### src/logic/tsc_pkg.sv
// Constants and types for the host command handler
package tsc_pkg;
    localparam int unsigned CLK_MHZ         = 250;
    localparam int unsigned CONFIRM_MS      = 110;
    localparam int unsigned CONFIRM_CYC     = CONFIRM_MS * 1000 * CLK_MHZ;
    localparam int unsigned NUM_KEYS        = 48;
    localparam logic [5:0]  MAX_KEY         = 6'h2f;
    localparam int unsigned CFG_LEN         = 64;
    localparam logic [7:0]  CMD_NULL        = 8'h00;
    localparam logic [7:0]  CMD_CFG_LOAD    = 8'h01;
    localparam logic [7:0]  CMD_LL_CAL      = 8'h02;
    localparam logic [7:0]  CMD_CAL_ALL     = 8'h03;
    localparam logic [7:0]  CMD_RESET       = 8'h04;
    localparam logic [7:0]  CMD_LAST        = 8'h0f;
    localparam logic [1:0]  CMD_KEY_HI      = 2'h3;
    localparam logic [7:0]  ACK_READY       = 8'hfe;
    localparam logic [7:0]  ACK_CRC_ERR     = 8'h00;
    localparam logic [7:0]  LAST_RST        = 8'h00;
    localparam logic [15:0] CRC_INIT        = 16'hffff;
    localparam logic [15:0] CRC_POLY        = 16'ha001;

    typedef enum logic [2:0] {
        TSC_IDLE,
        TSC_ARMED,
        TSC_LOAD,
        TSC_CRC_LO,
        TSC_CRC_HI,
        TSC_STORE
    } tsc_state_t;
endpackage

### src/logic/tsc_reply_q.sv
// Reply byte queue memory, registered read data
`timescale 1ns/1ns
`default_nettype none
module tsc_reply_q #(
    parameter int unsigned DEPTH = 8
) (
    // Clock and reset
    input  wire logic       clk,
    input  wire logic       rst_n,
    // Push side
    input  wire logic       push,
    input  wire logic [7:0] push_data,
    // Pop side
    input  wire logic       pop,
    output logic            not_empty,
    output logic [7:0]      pop_data
);
    localparam int unsigned AW = $clog2(DEPTH);
    logic [7:0]    mem_ff [DEPTH];
    logic [AW-1:0] wr_ff;
    logic [AW-1:0] rd_ff;
    logic [AW:0]   cnt_ff;
    logic [7:0]    data_ff;
    logic [AW-1:0] nxt_wr;
    logic [AW-1:0] nxt_rd;
    logic [AW:0]   nxt_cnt;
    logic [7:0]    nxt_data;
    logic          do_push;
    logic          do_pop;

    // A full queue drops new replies; host retries per its own recovery
    always_comb begin
        do_pop   = pop && (cnt_ff != '0);
        do_push  = push && (cnt_ff != (AW+1)'(DEPTH));
        nxt_wr   = do_push ? wr_ff + 1'b1 : wr_ff;
        nxt_rd   = do_pop ? rd_ff + 1'b1 : rd_ff;
        nxt_cnt  = cnt_ff + (AW+1)'(do_push) - (AW+1)'(do_pop);
        nxt_data = do_pop ? mem_ff[rd_ff] : data_ff;
    end

    always_ff @(posedge clk or negedge rst_n) begin
        if (!rst_n) begin
            wr_ff   <= '0;
            rd_ff   <= '0;
            cnt_ff  <= '0;
            data_ff <= 8'h00;
        end else begin
            wr_ff   <= nxt_wr;
            rd_ff   <= nxt_rd;
            cnt_ff  <= nxt_cnt;
            data_ff <= nxt_data;
        end
    end

    always_ff @(posedge clk) begin
        if (do_push) begin
            mem_ff[wr_ff] <= push_data;
        end
    end

    assign not_empty = (cnt_ff != '0);
    assign pop_data  = data_ff;
endmodule
`default_nettype wire

### src/logic/tsc_cmd_handler.sv
// Host command interpreter for a 48-key touch sensor controller
// Operation
// - Single-key calibration runs only if sent twice consecutively within 110 ms
// - Single-key calibration recalibrates only addressed key 0..47, unlike all-keys
// - Selected key recalibrates in its own slot; other keys keep sensing
// - Single-key calibration replies inverse of command byte before calibrating; the code pulses cal_key_start in the cycle the reply is queued
// - Stuck keys recalibrate automatically via maximum on-duration timeout
// - Host resets device, checks stored CRC, reloads only if check fails
// - In SPI mode each null byte shifts out one queued reply byte
// - Config load needs doubled command in 110 ms, then block plus CRC
// - Ready code before data, ready after store, zero on CRC failure
// - Load aborts on 110 ms byte gap; no reply if doubling incomplete
// - Block stored even with bad CRC, but then marked invalid
// - Sensing restarts after load; host should reset afterwards
// - Doubled low-level calibration acks only when none is in progress
// - Doubled reset acks then resets; no reply if second copy late
// - Last-command query returns inverse of previous byte, even invalid
`timescale 1ns/1ns
`default_nettype none
module tsc_cmd_handler
    import tsc_pkg::*;
#(
    parameter int unsigned CONFIRM_CYCLES = tsc_pkg::CONFIRM_CYC,
    parameter int unsigned BLOCK_LEN      = tsc_pkg::CFG_LEN,
    parameter int unsigned QUEUE_DEPTH    = 8
) (
    // Clock and reset
    input  wire logic       clk,
    input  wire logic       rst_n,
    // Link byte in, from UART or SPI receiver
    input  wire logic       rx_valid,
    input  wire logic [7:0] rx_data,
    input  wire logic       spi_mode,
    // Link byte out
    input  wire logic       tx_ready,
    output logic            tx_valid,
    output logic [7:0]      tx_data,
    // Sensing engine control
    output logic            sense_halt,
    output logic            cal_all_start,
    output logic            cal_key_start,
    output logic [5:0]      cal_key_idx,
    input  wire logic       ll_cal_busy,
    output logic            ll_cal_start,
    output logic            soft_reset,
    // Configuration store
    output logic            cfg_we,
    output logic [7:0]      cfg_wdata,
    output logic            cfg_invalid
);
    import tsc_pkg::*;

    localparam int unsigned TW = $clog2(CONFIRM_CYCLES + 1);
    localparam int unsigned BW = $clog2(BLOCK_LEN + 1);

    function automatic logic [15:0] crc_step(input logic [15:0] c,
                                             input logic [7:0] d);
        logic [15:0] r;
        r = c ^ {8'h00, d};
        for (int i = 0; i < 8; i++) begin
            r = r[0] ? ((r >> 1) ^ CRC_POLY) : (r >> 1);
        end
        return r;
    endfunction

    function automatic logic needs_double(input logic [7:0] b);
        logic key_ok;
        key_ok = (b[7:6] == CMD_KEY_HI) && (b[5:0] <= MAX_KEY);
        return key_ok || b == CMD_CFG_LOAD || b == CMD_LL_CAL
            || b == CMD_CAL_ALL || b == CMD_RESET;
    endfunction

    tsc_state_t    state_ff,  nxt_state;
    logic [7:0]    pend_ff,   nxt_pend;
    logic [7:0]    last_ff,   nxt_last;
    logic [TW-1:0] tmr_ff,    nxt_tmr;
    logic [BW-1:0] cnt_ff,    nxt_cnt;
    logic [15:0]   crc_ff,    nxt_crc;
    logic [7:0]    crclo_ff,  nxt_crclo;
    logic          inval_ff,  nxt_inval;
    logic          rst_ff,    nxt_rst;
    logic          rst_arm_ff, nxt_rst_arm;
    logic          push;
    logic [7:0]    push_data;
    logic          pop;
    logic          q_ne;
    logic [7:0]    q_data;
    logic          q_vld_ff,  nxt_q_vld;
    logic          timeout;

    assign timeout = (tmr_ff == TW'(CONFIRM_CYCLES));

    always_comb begin
        nxt_state     = state_ff;
        nxt_pend      = pend_ff;
        nxt_last      = last_ff;
        nxt_tmr       = timeout ? tmr_ff : tmr_ff + 1'b1;
        nxt_cnt       = cnt_ff;
        nxt_crc       = crc_ff;
        nxt_crclo     = crclo_ff;
        nxt_inval     = inval_ff;
        nxt_rst       = 1'b0;
        nxt_rst_arm   = rst_arm_ff;
        push          = 1'b0;
        push_data     = 8'h00;
        cal_all_start = 1'b0;
        cal_key_start = 1'b0;
        ll_cal_start  = 1'b0;
        cfg_we        = 1'b0;
        cfg_wdata     = rx_data;
        // Reset only after the ack has left the queue
        if (rst_arm_ff && !q_ne && !q_vld_ff) begin
            nxt_rst     = 1'b1;
            nxt_rst_arm = 1'b0;
        end
        unique case (state_ff)
            TSC_IDLE, TSC_ARMED: begin
                if (state_ff == TSC_ARMED && timeout) begin
                    nxt_state = TSC_IDLE;
                end
                // In SPI mode null bytes only drain replies and leave the history alone
                if (rx_valid && !(spi_mode && rx_data == CMD_NULL)) begin
                    nxt_tmr  = '0;
                    nxt_last = rx_data;
                    if (rx_data == CMD_LAST) begin
                        push      = 1'b1;
                        push_data = ~last_ff;
                        nxt_state = TSC_IDLE;
                    end else if (state_ff == TSC_ARMED && !timeout
                                 && rx_data == pend_ff) begin
                        nxt_state = TSC_IDLE;
                        push      = 1'b1;
                        push_data = ~rx_data;
                        if (rx_data == CMD_CFG_LOAD) begin
                            push_data = ACK_READY;
                            nxt_state = TSC_LOAD;
                            nxt_cnt   = '0;
                            nxt_crc   = CRC_INIT;
                        end else if (rx_data == CMD_LL_CAL) begin
                            push         = !ll_cal_busy;
                            ll_cal_start = !ll_cal_busy;
                        end else if (rx_data == CMD_CAL_ALL) begin
                            cal_all_start = 1'b1;
                        end else if (rx_data == CMD_RESET) begin
                            nxt_rst_arm = 1'b1;
                        end else begin
                            cal_key_start = 1'b1;
                        end
                    end else if (needs_double(rx_data)) begin
                        nxt_state = TSC_ARMED;
                        nxt_pend  = rx_data;
                    end else begin
                        nxt_state = TSC_IDLE;
                    end
                end
            end
            TSC_LOAD, TSC_CRC_LO, TSC_CRC_HI: begin
                if (timeout) begin
                    nxt_state = TSC_IDLE;
                end else if (rx_valid) begin
                    nxt_tmr = '0;
                    if (state_ff == TSC_LOAD) begin
                        cfg_we  = 1'b1;
                        nxt_crc = crc_step(crc_ff, rx_data);
                        nxt_cnt = cnt_ff + 1'b1;
                        if (cnt_ff == BW'(BLOCK_LEN - 1)) begin
                            nxt_state = TSC_CRC_LO;
                        end
                    end else if (state_ff == TSC_CRC_LO) begin
                        nxt_crclo = rx_data;
                        nxt_state = TSC_CRC_HI;
                    end else begin
                        nxt_state = TSC_STORE;
                        nxt_inval = ({rx_data, crclo_ff} != crc_ff);
                    end
                end
            end
            TSC_STORE: begin
                push      = 1'b1;
                push_data = inval_ff ? ACK_CRC_ERR : ACK_READY;
                nxt_state = TSC_IDLE;
            end
            // Two codes are unused; recover to idle if ever upset
            default: begin
                nxt_state = TSC_IDLE;
            end
        endcase
    end

    // UART drains as soon as possible; SPI only on null bytes
    assign pop = q_ne && (spi_mode ? (rx_valid && rx_data == CMD_NULL
                          && (!q_vld_ff || tx_ready))
                          : (!q_vld_ff || tx_ready));
    assign nxt_q_vld = pop ? 1'b1 : (tx_ready ? 1'b0 : q_vld_ff);

    always_ff @(posedge clk or negedge rst_n) begin
        if (!rst_n) begin
            state_ff   <= TSC_IDLE;
            pend_ff    <= 8'h00;
            last_ff    <= LAST_RST;
            tmr_ff     <= '0;
            cnt_ff     <= '0;
            crc_ff     <= CRC_INIT;
            crclo_ff   <= 8'h00;
            inval_ff   <= 1'b0;
            rst_ff     <= 1'b0;
            rst_arm_ff <= 1'b0;
            q_vld_ff   <= 1'b0;
        end else begin
            state_ff   <= nxt_state;
            pend_ff    <= nxt_pend;
            last_ff    <= nxt_last;
            tmr_ff     <= nxt_tmr;
            cnt_ff     <= nxt_cnt;
            crc_ff     <= nxt_crc;
            crclo_ff   <= nxt_crclo;
            inval_ff   <= nxt_inval;
            rst_ff     <= nxt_rst;
            rst_arm_ff <= nxt_rst_arm;
            q_vld_ff   <= nxt_q_vld;
        end
    end

    tsc_reply_q #(
        .DEPTH     (QUEUE_DEPTH)
    ) u_q (
        .clk       (clk),
        .rst_n     (rst_n),
        .push      (push),
        .push_data (push_data),
        .pop       (pop),
        .not_empty (q_ne),
        .pop_data  (q_data)
    );

    assign tx_valid    = q_vld_ff;
    assign tx_data     = q_data;
    assign cal_key_idx = pend_ff[5:0];
    assign sense_halt  = (state_ff == TSC_LOAD) || (state_ff == TSC_CRC_LO)
                         || (state_ff == TSC_CRC_HI);
    assign soft_reset  = rst_ff;
    assign cfg_invalid = inval_ff;
endmodule
`default_nettype wire

### config.mk
export PLATFORM = sky130hd
export DESIGN_NAME = tsc_cmd_handler
export DESIGN_NICKNAME = d
export VERILOG_FILES = /design/src/logic/tsc_pkg.sv /design/src/logic/tsc_reply_q.sv /design/src/logic/tsc_cmd_handler.sv
export SDC_FILE = /design/constraint.sdc
export NUM_CORES = 1
export LEC_CHECK = 0
export ABC_CLOCK_PERIOD_IN_PS = 7250
export BUFFER_PORTS_ARGS = -buffer_cell sky130_fd_sc_hd__buf_4
export CAP_MARGIN = 15
export CELL_PAD_IN_SITES_DETAIL_PLACEMENT = 1
export CELL_PAD_IN_SITES_GLOBAL_PLACEMENT = 2
export CORE_ASPECT_RATIO = 1.5
export CORE_MARGIN = 5
export CORE_UTILIZATION = 46
export CTS_CLUSTER_SIZE = 28
export DETAILED_ROUTE_END_ITERATION = 10
export PLACE_DENSITY_LB_ADDON = 0.1
export RECOVER_POWER = 100
export SYNTH_ARGS = -nofsm -noshare
export SYNTH_HDL_FRONTEND = slang
export SYNTH_SLANG_ARGS = --single-unit
### constraint.sdc
create_clock -name clk -period 7.25 [get_ports clk]
set_input_delay 1.8125 -clock clk [delete_from_list [all_inputs] [get_ports clk]]
set_output_delay 1.8125 -clock clk [all_outputs]
set_load 0.03 [all_outputs]
==> results.tsv, run 1 <==
metric	value	unit
drive_above_1_share	14.7	%
grt_util_met3	3.77	%
dr.pass1.iters	4	
clk_latency	0.43	ns
clockBufferDepth	2	
numCtsBuffers	17	
hold_path_end	last_ff[1]$_DFFE_PN0P_	
detailed_place_hpwl	12.8	mm
overflow	0	
ff2ff_setup_slack	2.48	ns
synth.top_cells.by_area	dfrtp_1 26%, edfxtp_1 24%, xnor2_1 5.5%	
gp_congestion	0.783	
irDropWorstVdd	0.293	mV
grt_util_met1	22.9	%
slew_violations	138	
critPathRequiredTime	5.44	ns
hp-start	last_ff[1]$_DFFE_PN0P_	
slew_headroom	-37.0	%
min_period_over_period	90.0	%
wl	17.7	mm
grt_setup_unrepaired	no	
grt_use_total	19.2	%
async_reset_ff_share	60.2	%
synth-simple-area-share	12.8	%
tightestPinTransition	2.03	ns
syn_area	0.00785	sq mm
avgViaCountPerCell	5.56	
cts_resized	0	
finClkSkew	0.00880	ns
synth-xor-area-share	8.76	%
synth_top_area_share	25.8	%
rr_startpoint	tmr_ff[3]$_DFF_PN0_	
synthToLayoutAreaGrowth	10.0	%
power_leakage	3.26	nW
yosysUniqueCellTypes	63	
rows	58	
end_kind	primary output	
synth_mux_area_share	8.33	%
dominantRegCellSynth	dfrtp_1	
synth_compound_area_share	7.97	%
synthesis.nets	673	
dieHeight	170	um
grt_pass1_vias	5348	
die_w	117	um
ant_nets	0	
cts_root_buf	clkbuf_16	
synth_area_per_cell	12.1	sq um
max_freq	0.153	GHz
hold_viol	0	
crit_path_start_kind	primary input	
synth-edff-count	64	
cts.clk_slew.worst_paths	0.06	ns
yosysTopAreaCell	dfrtp_1	
io_buffers	43	
synthAdderAreaFrac	2.01	%
io_pins	44	
synth-seq-area-share	55.6	%
coreArea	0.0168	sq mm
antennaDiodeCount	0	
synth.top_cells.by_count	81 x dfrtp_1, 64 x edfxtp_1, 62 x nor2_1	
nFillCells	1764	
avgRoutedWirePerCell	19.8	um
ys_ff_latch	161	
fin_hold_ws	0.486	ns
remaining_drc_errors	0	
busiest_layer	met2	
cp_max_fo	14	
cap_violations	4	
outcome	complete, but fails checks	
crit_arrival	4.71	ns
synth_cells	647	
period_needed	6.52	ns
dieArea	0.0198	sq mm
drt_iter0_markers	242	
cts_tree	done	
initial_core_util	46.8	%
finalSetupTns	0	ns
holdCritPathClass	reg2reg	
reg2reg_depth	6	
htree_levels	4	
postCtsSetupRepairBufs	0	
antenna_found_initial	0	
ys_warn_count	0	
rr_endpoint	u_q.mem_ff[7][5]$_DFFE_PP_	
synth_top_family_by_area	simple AND/OR/NAND/NOR gates	
setup_viol	0	
clock-sinks	161	
grt_pass1_wl	29.0	mm
synth.most_common_cell	dfrtp_1	
final_nets	699	
use_met2	33.9	%
min_path_cells	2	
holdBufCountCts	0	
grt_max_degree	70	
worstSetupPathType	in2out	
vias	4980	
violations	max-capacitance violations, max-slew violations	
p_per_area	397	mW/mm^2
[worst max-delay path: stages]
cell and delay, ns:
buf_4 0.17, nor4_1 0.08, clkbuf_1 0.16, a41oi_1 0.60, nand2_1 0.11, clkbuf_1 0.31, or3_1 0.57, nor4b_1 0.53
clkbuf_1 0.36
[power by group]
part	total, mW	leakage (nW)	internal, mW	switching [mW]
Combinational	1.18	1.24	0.556	0.619
Sequential	1.40	1.76	1.17	0.229
Clock	0.847	0.262	0.475	0.372
Total	3.43	3.26	2.21	1.22
[cell usage in the layout, fill, tap and decap left out, types with 8 or more instances in the layout]
cell,n
nand2_1,48
a21oi_1,21
ha_1,11
a2bb2oi_1,10
xnor2_1,49
dfrtp_1,81
nor3_1,13
mux2i_1,8
xor2_1,27
edfxtp_1,64
inv_1,19
clkbuf_16,17
o21a_1,10
clkbuf_1,40
buf_4,14
o21ai_0,13
mux4_2,16
nor2_1,62
nand4_1,16
nand3_1,19
mux2_2,18
dfstp_2,16
[how the worst max path moves through the flow]
stage,startpoint,depth (start not counted),end,slack [ns]
3_5_place_dp,rx_data[2],8,ll_cal_start,0.96
5_1_grt,rx_data[5],9,ll_cal_start,0.48
4_1_cts,rx_data[2],8,ll_cal_start,0.95
6_report,rx_data[5],9,ll_cal_start,0.73
2_1_floorplan,rx_data[6],7,ll_cal_start,1.02
3_3_place_gp,rx_data[2],8,ll_cal_start,1.00
[routing by layer]
metal / part of all wire, % / vias up
met2: 55 / 53
met3: 2.2 / 27
met5: 0 / -
met1: 41 / 2535
li1: - / 2365
met4: 2.5 / 0
[logic make-up after synthesis]
kind of cell    after synthesis
fa+ha+maj                    12
xor+xnor                     77
simple gates                200
compound gates               86
flops                       161
buf+inv                      68
mux                          43
[flip-flops by register name (all words and copies together), names as in the netlist, 4 cells and up]
name,count
last_ff,8
pend_ff,8
u_q.mem_ff,64
cnt_ff,7
crc_ff,16
tmr_ff,25
u_q.cnt_ff,4
u_q.pop_data,8
crclo_ff,8
[cell type report]
cell class / count / area [sq um] / share of cell area, %
clock buffer: 17 / 425 / 4.92
timing repair buffer: 56 / 288 / 3.33
clock inverter: 15 / 134 / 1.55
multi-input combinational: 418 / 3090 / 35.8
inverter: 19 / 71.3 / 0.825
sequential: 161 / 4370 / 50.6
tap: 210 / 263 / 3.04
[stage by stage]
stage | worst slack (ns) | total power, mW | instances | utilization (%) | area (sq um)
after floorplan | 1.02 | 2.35 | 647 | - | 7850
after global placement | 1.00 | 2.60 | 863 | 49.2 | 8250
after detailed placement | 0.961 | 2.65 | 863 | 49.2 | 8250
after CTS | 0.947 | 3.52 | 895 | 52.5 | 8810
after global routing | 0.480 | 3.66 | 896 | 51.5 | 8640
final | 0.729 | 3.43 | 896 | 51.5 | 8640
Note: power is estimated with default switching activity, not from simulation.
==> run 2, diff against run 1 <==
CORE_UTILIZATION = 47   (was 46)
CTS_BUF_LIST = sky130_fd_sc_hd__clkbuf_4   (was default)
==> run 2 against run 1 <==
Net effect:
- the flow still finishes with violations (max-capacitance violations, max-slew violations)
- final cell count up 0.22%
- worst hold slack better by 0.014 ns
- first-iteration DRC count fell by 17%
- sequential share of layout area up 1.3 points
- die area is 2.0% lower
- register-to-register slack lost 0.14 ns
- clock skew is 0.033 ns higher
- largest power group unchanged
==> results.tsv, run 2 (same netlist as run 1, synthesis figures left out) <==
metric	value	unit	change
cap_violations	4		unchanged
clockBufferDepth	2		unchanged
clock-sinks	161		unchanged
clk_latency	0.57	ns	+0.14 ns
dr_wl_met2	10.0	mm	+3.2%
dieHeight	168	um	-1.0%
max_freq	0.152	GHz	-0.69%
top_layer	met4		
cts_resized	0		unchanged
final_cell_mix	81 x dfrtp_1, 64 x edfxtp_1, 62 x nor2_1		
crit_chain	buf_4 > nor4_1 > clkbuf_1 > a41oi_1 > nand2_1 > clkbuf_1 > or3_1 > nor4b_1 > clkbuf_1		
cts_tree	done		
multi_input_area	0.00309	sq mm	unchanged
die_w	116	um	-0.98%
finalSetupTns	0	ns	unchanged
hold_path_end	last_ff[0]$_DFFE_PN0P_		
finClkSkew	0.0418	ns	+0.0330 ns
critPathRequiredTime	5.44	ns	about the same
power_leakage	3.18	nW	-2.5%
remaining_drc_errors	0		unchanged
ff2ff_setup_slack	2.34	ns	-0.14 ns
cp_slowest_cell	a41oi_1		
tightestPinTransition	2.09	ns	+0.0604 ns
reg2reg_depth	6		unchanged
grt_use_total	19.7	%	+0.53 points
antenna_found_initial	1		+1
power.total	3.22	mW	-6.1%
crit_arrival	4.75	ns	+0.04 ns
hp-start	last_ff[0]$_DFFE_PN0P_		
sw_frac_of_total	37.7	%	+2.0 points
postCtsSetupRepairBufs	0		unchanged
avgRoutedWirePerCell	20.2	um	+2.1%
synthToLayoutAreaGrowth	7.23	%	
cp_max_fo	14		unchanged
end_kind	primary output		
cts_root_buf	clkbuf_4		
period_needed	6.57	ns	+0.0452 ns
dieArea	0.0194	sq mm	-2.0%
hold_viol	0		unchanged
detailed_place_hpwl	12.9	mm	+0.79%
cp.depth	9		unchanged
dr.pass1.iters	4		unchanged
gp_congestion	0.786		+0.29%
overflow	0		unchanged
slew_violations	138		unchanged
nFillCells	1789		+1.4%
p_clk_share	20.2	%	-4.5 points
grt_max_degree	69		-1.4%
avgViaCountPerCell	5.59		+0.60%
cp_num_buf_inv	4		unchanged
met3_length	366	um	-4.9%
regArea	0.00437	sq mm	unchanged
holdBufCountCts	0		unchanged
cts.clk_slew.worst_paths	0.12	ns	+0.06 ns
max_stage_delay	0.63	ns	+0.03 ns
power.switching	1.21	mW	-0.77%
numCtsBuffers	17		unchanged
met1Wirelength	7.32	mm	+1.9%
regMostFlops	u_q.mem_ff		
p_int	2.01	mW	-9.1%
grt_pass1_vias	5530		+3.4%
min_period_over_period	90.6	%	+0.62 points
pwr-share-seq	43.4	%	+2.5 points
coreArea	0.0166	sq mm	-0.87%
outcome	complete, but fails checks		
cpMostUsedCell	clkbuf_1		
comb_power_share	36.4	%	+2.1 points
grt_setup_unrepaired	no		
io_pins	44		unchanged
io_buffers	43		unchanged
ant_nets	0		unchanged
drive_above_1_share	15.1	%	+0.42 points
slew_headroom	-41.1	%	-4.1 points
wl	18.1	mm	+2.3%
vias	5021		+0.82%
worstSetupPathType	in2out		
crit_family	simple AND/OR/NAND/NOR gates		
p_per_area	382	mW/mm^2	-3.6%
layout_commonest_cell	dfrtp_1		
irDropWorstVdd	0.308	mV	+5.3%
reg.largest.list	u_q.mem_ff x64, tmr_ff x25, crc_ff x16		
grt_pass1_wl	29.6	mm	+2.1%
drt_iter0_markers	202		-17%
min_path_cells	2		unchanged
final_nets	700		+0.14%
crit_path_start_kind	primary input		
holdCritPathClass	reg2reg		
initial_core_util	47.2	%	+0.41 points
rr_startpoint	tmr_ff[13]$_DFF_PN0_		
violations	max-capacitance violations, max-slew violations		
setup_viol	0		unchanged
largest_register_ffs	64		unchanged
rows	58		unchanged
crit_path_start	rx_data[4]		
htree_levels	4		unchanged
rr_endpoint	u_q.mem_ff[7][7]$_DFFE_PP_		
[run 2: how the worst max path moves through the flow]
stage	to	slack, ns
2_1_floorplan	ll_cal_start	1.02
3_3_place_gp	ll_cal_start	1.20
3_5_place_dp	ll_cal_start	1.03
4_1_cts	ll_cal_start	0.99
5_1_grt	ll_cal_start	0.43
6_report	ll_cal_start	0.68
[run 2: area by class of cell]
type	instances	share of cell area, %
inverter	19	0.847
sequential	161	51.9
tap	210	3.12
timing repair buffer	57	3.27
clock inverter	14	2.54
clock buffer	18	1.60
antenna	1	0.0297
multi-input combinational	418	36.7
[run 2: worst min-delay path: stages, from the launching register on]
cell and delay, ns:
dfrtp_1 0.37, nand2_1 0.05, nand2_1 0.06
[run 2: per-stage QoR]
| stage | setup slack [ns] | utilization (%) | area (sq um) | cells | hold WS [ns] |
|---|---|---|---|---|---|
| floorplan | 1.02 | - | 7850 | 647 | 0.446 |
| global placement | 1.20 | 49.7 | 8260 | 865 | 0.463 |
| detailed placement | 1.03 | 49.7 | 8260 | 865 | 0.469 |
| CTS | 0.993 | 51.8 | 8610 | 897 | 0.505 |
| global route | 0.429 | 50.7 | 8420 | 898 | 0.521 |
| finish | 0.683 | 50.7 | 8420 | 898 | 0.500 |
[run 2: power by group through the flow]
stage	sequential [mW]	combinational, mW	clock (mW)
finish	1.40	1.17	0.651
detailed placement	1.42	1.24	0
CTS	1.40	1.25	0.671
floorplan	1.36	0.996	0
global placement	1.41	1.20	0
global route	1.43	1.29	0.718
[run 2: routing by layer]
| metal | up-vias | GRT usage [%] |
|---|---|---|
| met1 | 2587 | 23.4 |
| met4 | 0 | 6.79 |
| met5 | - | 0 |
| met3 | 24 | 3.34 |
| li1 | 2360 | - |
| met2 | 50 | 35.4 |
==> run 3, diff against run 2 <==
SYNTH_HIERARCHICAL = 1   (was default)
==> run 3 against run 2 <==
Net effect:
- the run still ends with max-capacitance violations, max-slew violations left
- combinational power is 56% lower
- global-route usage is 0.13 points lower
- worst hold slack worse by 0.0032 ns
- routed wire length hardly changed
- cell area is 0.88% lower
- clock-buffer cell count stayed put
- critical endpoint is now cal_all_start
- largest cell class unchanged
==> results.tsv, run 3 <==
metric	value	unit	change
remaining_drc_errors	0		unchanged
nFillCells	1835		+2.6%
numCtsBuffers	17		unchanged
gp_congestion	0.765		-2.7%
grt_use_total	19.6	%	-0.13 points
holdBufCountCts	0		unchanged
p_per_area	254	mW/mm^2	-34%
synth.most_common_cell	dfrtp_1		
worstSetupPathType	in2out		
ys_warn_count	6		+6
dieHeight	169	um	+0.68%
cts_tree	done		
max_stage_delay	0.72	ns	+0.09 ns
postCtsSetupRepairBufs	0		unchanged
yosysTopAreaCell	dfrtp_1		
reg2reg_depth	15		+9
outcome	complete, but fails checks		
synth_area_per_cell	12.1	sq um	-0.70%
dominantRegCellSynth	dfrtp_1		
irDropWorstVdd	0.266	mV	-14%
ys_ff_latch	161		unchanged
period_needed	6.28	ns	-0.289 ns
wl	18.1	mm	about the same
vias	5025		+0.080%
stdcell_count	911		+1.4%
crit_chain	clkbuf_1 > or4b_1 > o31ai_1 > or3_1 > or4_4 > nor3_2 > clkbuf_1		
regMostFlops	u_q/mem_ff		
synthesis.nets	687		+2.1%
io_buffers	43		unchanged
yosysUniqueCellTypes	70		+11%
cts_resized	0		unchanged
die_w	116	um	+0.66%
htree_levels	4		unchanged
grt_pass1_vias	5644		+2.1%
synth.top_cells.by_count	81 x dfrtp_1, 64 x edfxtp_1, 48 x nor2_1		
finClkSkew	0.0276	ns	-0.0142 ns
min_period_over_period	86.6	%	-4.0 points
initial_core_util	47.7	%	+0.48 points
hold_path_end	last_ff[2]$_DFFE_PN0P_		
holdCritPathClass	reg2reg		
max_freq	0.159	GHz	+4.6%
cp_slowest_cell	or4_4		
clk_latency	0.56	ns	about the same
synth_top_area_share	25.4	%	-0.37 points
rows	58		unchanged
async_reset_ff_share	60.2	%	unchanged
synth-seq-area-share	54.9	%	-0.80 points
dieArea	0.0197	sq mm	+1.3%
fin_hold_ws	0.497	ns	-0.00316 ns
multi_input_area	0.00309	sq mm	about the same
rr_endpoint	u_q/cnt_ff[2]$_DFF_PN0_		
slew_headroom	-73.1	%	-32 points
crit_path_start_kind	primary input		
grt_setup_unrepaired	no		
syn_area	0.00797	sq mm	+1.5%
largest_register_ffs	64		unchanged
hold_viol	0		unchanged
hp-start	last_ff[2]$_DFFE_PN0P_		
violations	max-capacitance violations, max-slew violations		
reg.largest.list	u_q/mem_ff x64, tmr_ff x25, crc_ff x16		
cpMostUsedCell	clkbuf_1		
overflow	0		unchanged
final_cell_mix	81 x dfrtp_1, 64 x edfxtp_1, 49 x nor2_1		
synthToLayoutAreaGrowth	4.78	%	
power_leakage	3.15	nW	-0.72%
tightestPinTransition	2.60	ns	+0.506 ns
drt_iter0_markers	183		-9.4%
place_inst	875		+1.2%
final_nets	713		+1.9%
synth_cells	661		+2.2%
antenna_found_initial	1		unchanged
slew_violations	47		-66%
rr_startpoint	tmr_ff[0]$_DFF_PN0_		
cp_max_fo	13		-1
synth.top_cells.by_area	dfrtp_1 25%, edfxtp_1 24%, dfstp_2 5.3%		
io_pins	44		unchanged
ant_nets	0		unchanged
avgViaCountPerCell	5.52		-1.3%
coreArea	0.0167	sq mm	+0.44%
min_path_cells	2		unchanged
layout_commonest_cell	dfrtp_1		
grt_pass1_wl	29.6	mm	about the same
detailed_place_hpwl	13.5	mm	+4.4%
dr.pass1.iters	4		unchanged
crit_path_start	rx_data[0]		
grt_max_degree	53		-23%
clockBufferDepth	2		unchanged
cap_violations	1		-3
regArea	0.00437	sq mm	unchanged
setup_viol	0		unchanged
crit_arrival	4.46	ns	-0.29 ns
avgRoutedWirePerCell	19.9	um	-1.4%
finalSetupTns	0	ns	unchanged
cts_root_buf	clkbuf_4		
ff2ff_setup_slack	3.36	ns	+1.02 ns
end_kind	primary output		
critPathRequiredTime	5.44	ns	about the same
cts.clk_slew.worst_paths	0.12	ns	about the same
synth-edff-count	64		unchanged
clock-sinks	161		unchanged
drive_above_1_share	17.1	%	+2.0 points
-- run 3: changes by cell type in the layout (fill, tap and decap cells not counted), moves of 5 or more --
cell,before,now
mux4_2,16,0
nor2_2,0,8
a21oi_1,21,12
o31ai_1,0,6
a22o_1,2,9
mux2_2,19,32
a2bb2oi_1,10,0
o22ai_1,2,9
o21ai_0,14,34
clkbuf_1,40,35
nor2_1,62,49
mux2i_1,8,16
-- run 3: report_power, final --
part	total, mW	switching, mW	leakage (nW)	internal (mW)
clock network	0.544	0.330	0.146	0.214
logic	0.509	0.320	1.27	0.190
registers	1.06	0.0552	1.74	1.01
total	2.12	0.705	3.15	1.41
-- run 3: worst max path at each step --
| stage | end | depth (start not counted) | slack [ns] |
|---|---|---|---|
| floorplan | ll_cal_start | 7 | 1.57 |
| global placement | cal_key_start | 7 | 1.62 |
| detailed placement | cal_key_start | 7 | 1.60 |
| CTS | cal_key_start | 7 | 1.59 |
| global route | cal_all_start | 7 | 0.76 |
| finish | cal_all_start | 7 | 0.97 |
-- run 3: layout make-up --
cell class	instances	area share [%]
timing repair buffer	50	2.92
clock buffer	18	1.62
tap	210	3.15
antenna	1	0.0300
inverter	24	1.08
sequential	161	52.4
multi-input combinational	433	37.0
clock inverter	14	1.84
-- run 3: logic make-up after synthesis --
| group | count (synthesis) | share of synthesized area (%) |
|---|---|---|
| compound gates | 105 | 9.82 |
| flops | 161 | 54.9 |
| fa+ha+maj | 12 | 1.98 |
| buf+inv | 67 | 5.06 |
| simple gates | 191 | 13.0 |
| mux | 48 | 6.53 |
| xor+xnor | 77 | 8.73 |
-- run 3: through the flow --
stage	worst slack, ns	cell area, sq um	util [%]	power, mW
after floorplan	1.57	7970	-	1.52
after global placement	1.62	8270	49.5	1.63
after detailed placement	1.60	8270	49.5	1.65
after CTS	1.59	8560	51.3	2.20
after global routing	0.758	8350	50.0	2.23
final	0.973	8350	50.0	2.12
-- run 3: critical path, delay by kind of cell --
| family | cells | cell delay [ns] |
|---|---|---|
| compound gates | 1 | 0.10 |
| buf+inv | 2 | 0.87 |
| simple gates | 4 | 1.66 |
-- run 3: layer usage --
layer | share of wire [%] | global-route usage [%] | vias to the layer above
li1 | - | - | 2381
met1 | 39 | 21.6 | 2565
met2 | 57 | 37.4 | 58
met3 | 2.1 | 3.28 | 21
met4 | 1.5 | 5.96 | 0
met5 | 0 | 0 | -
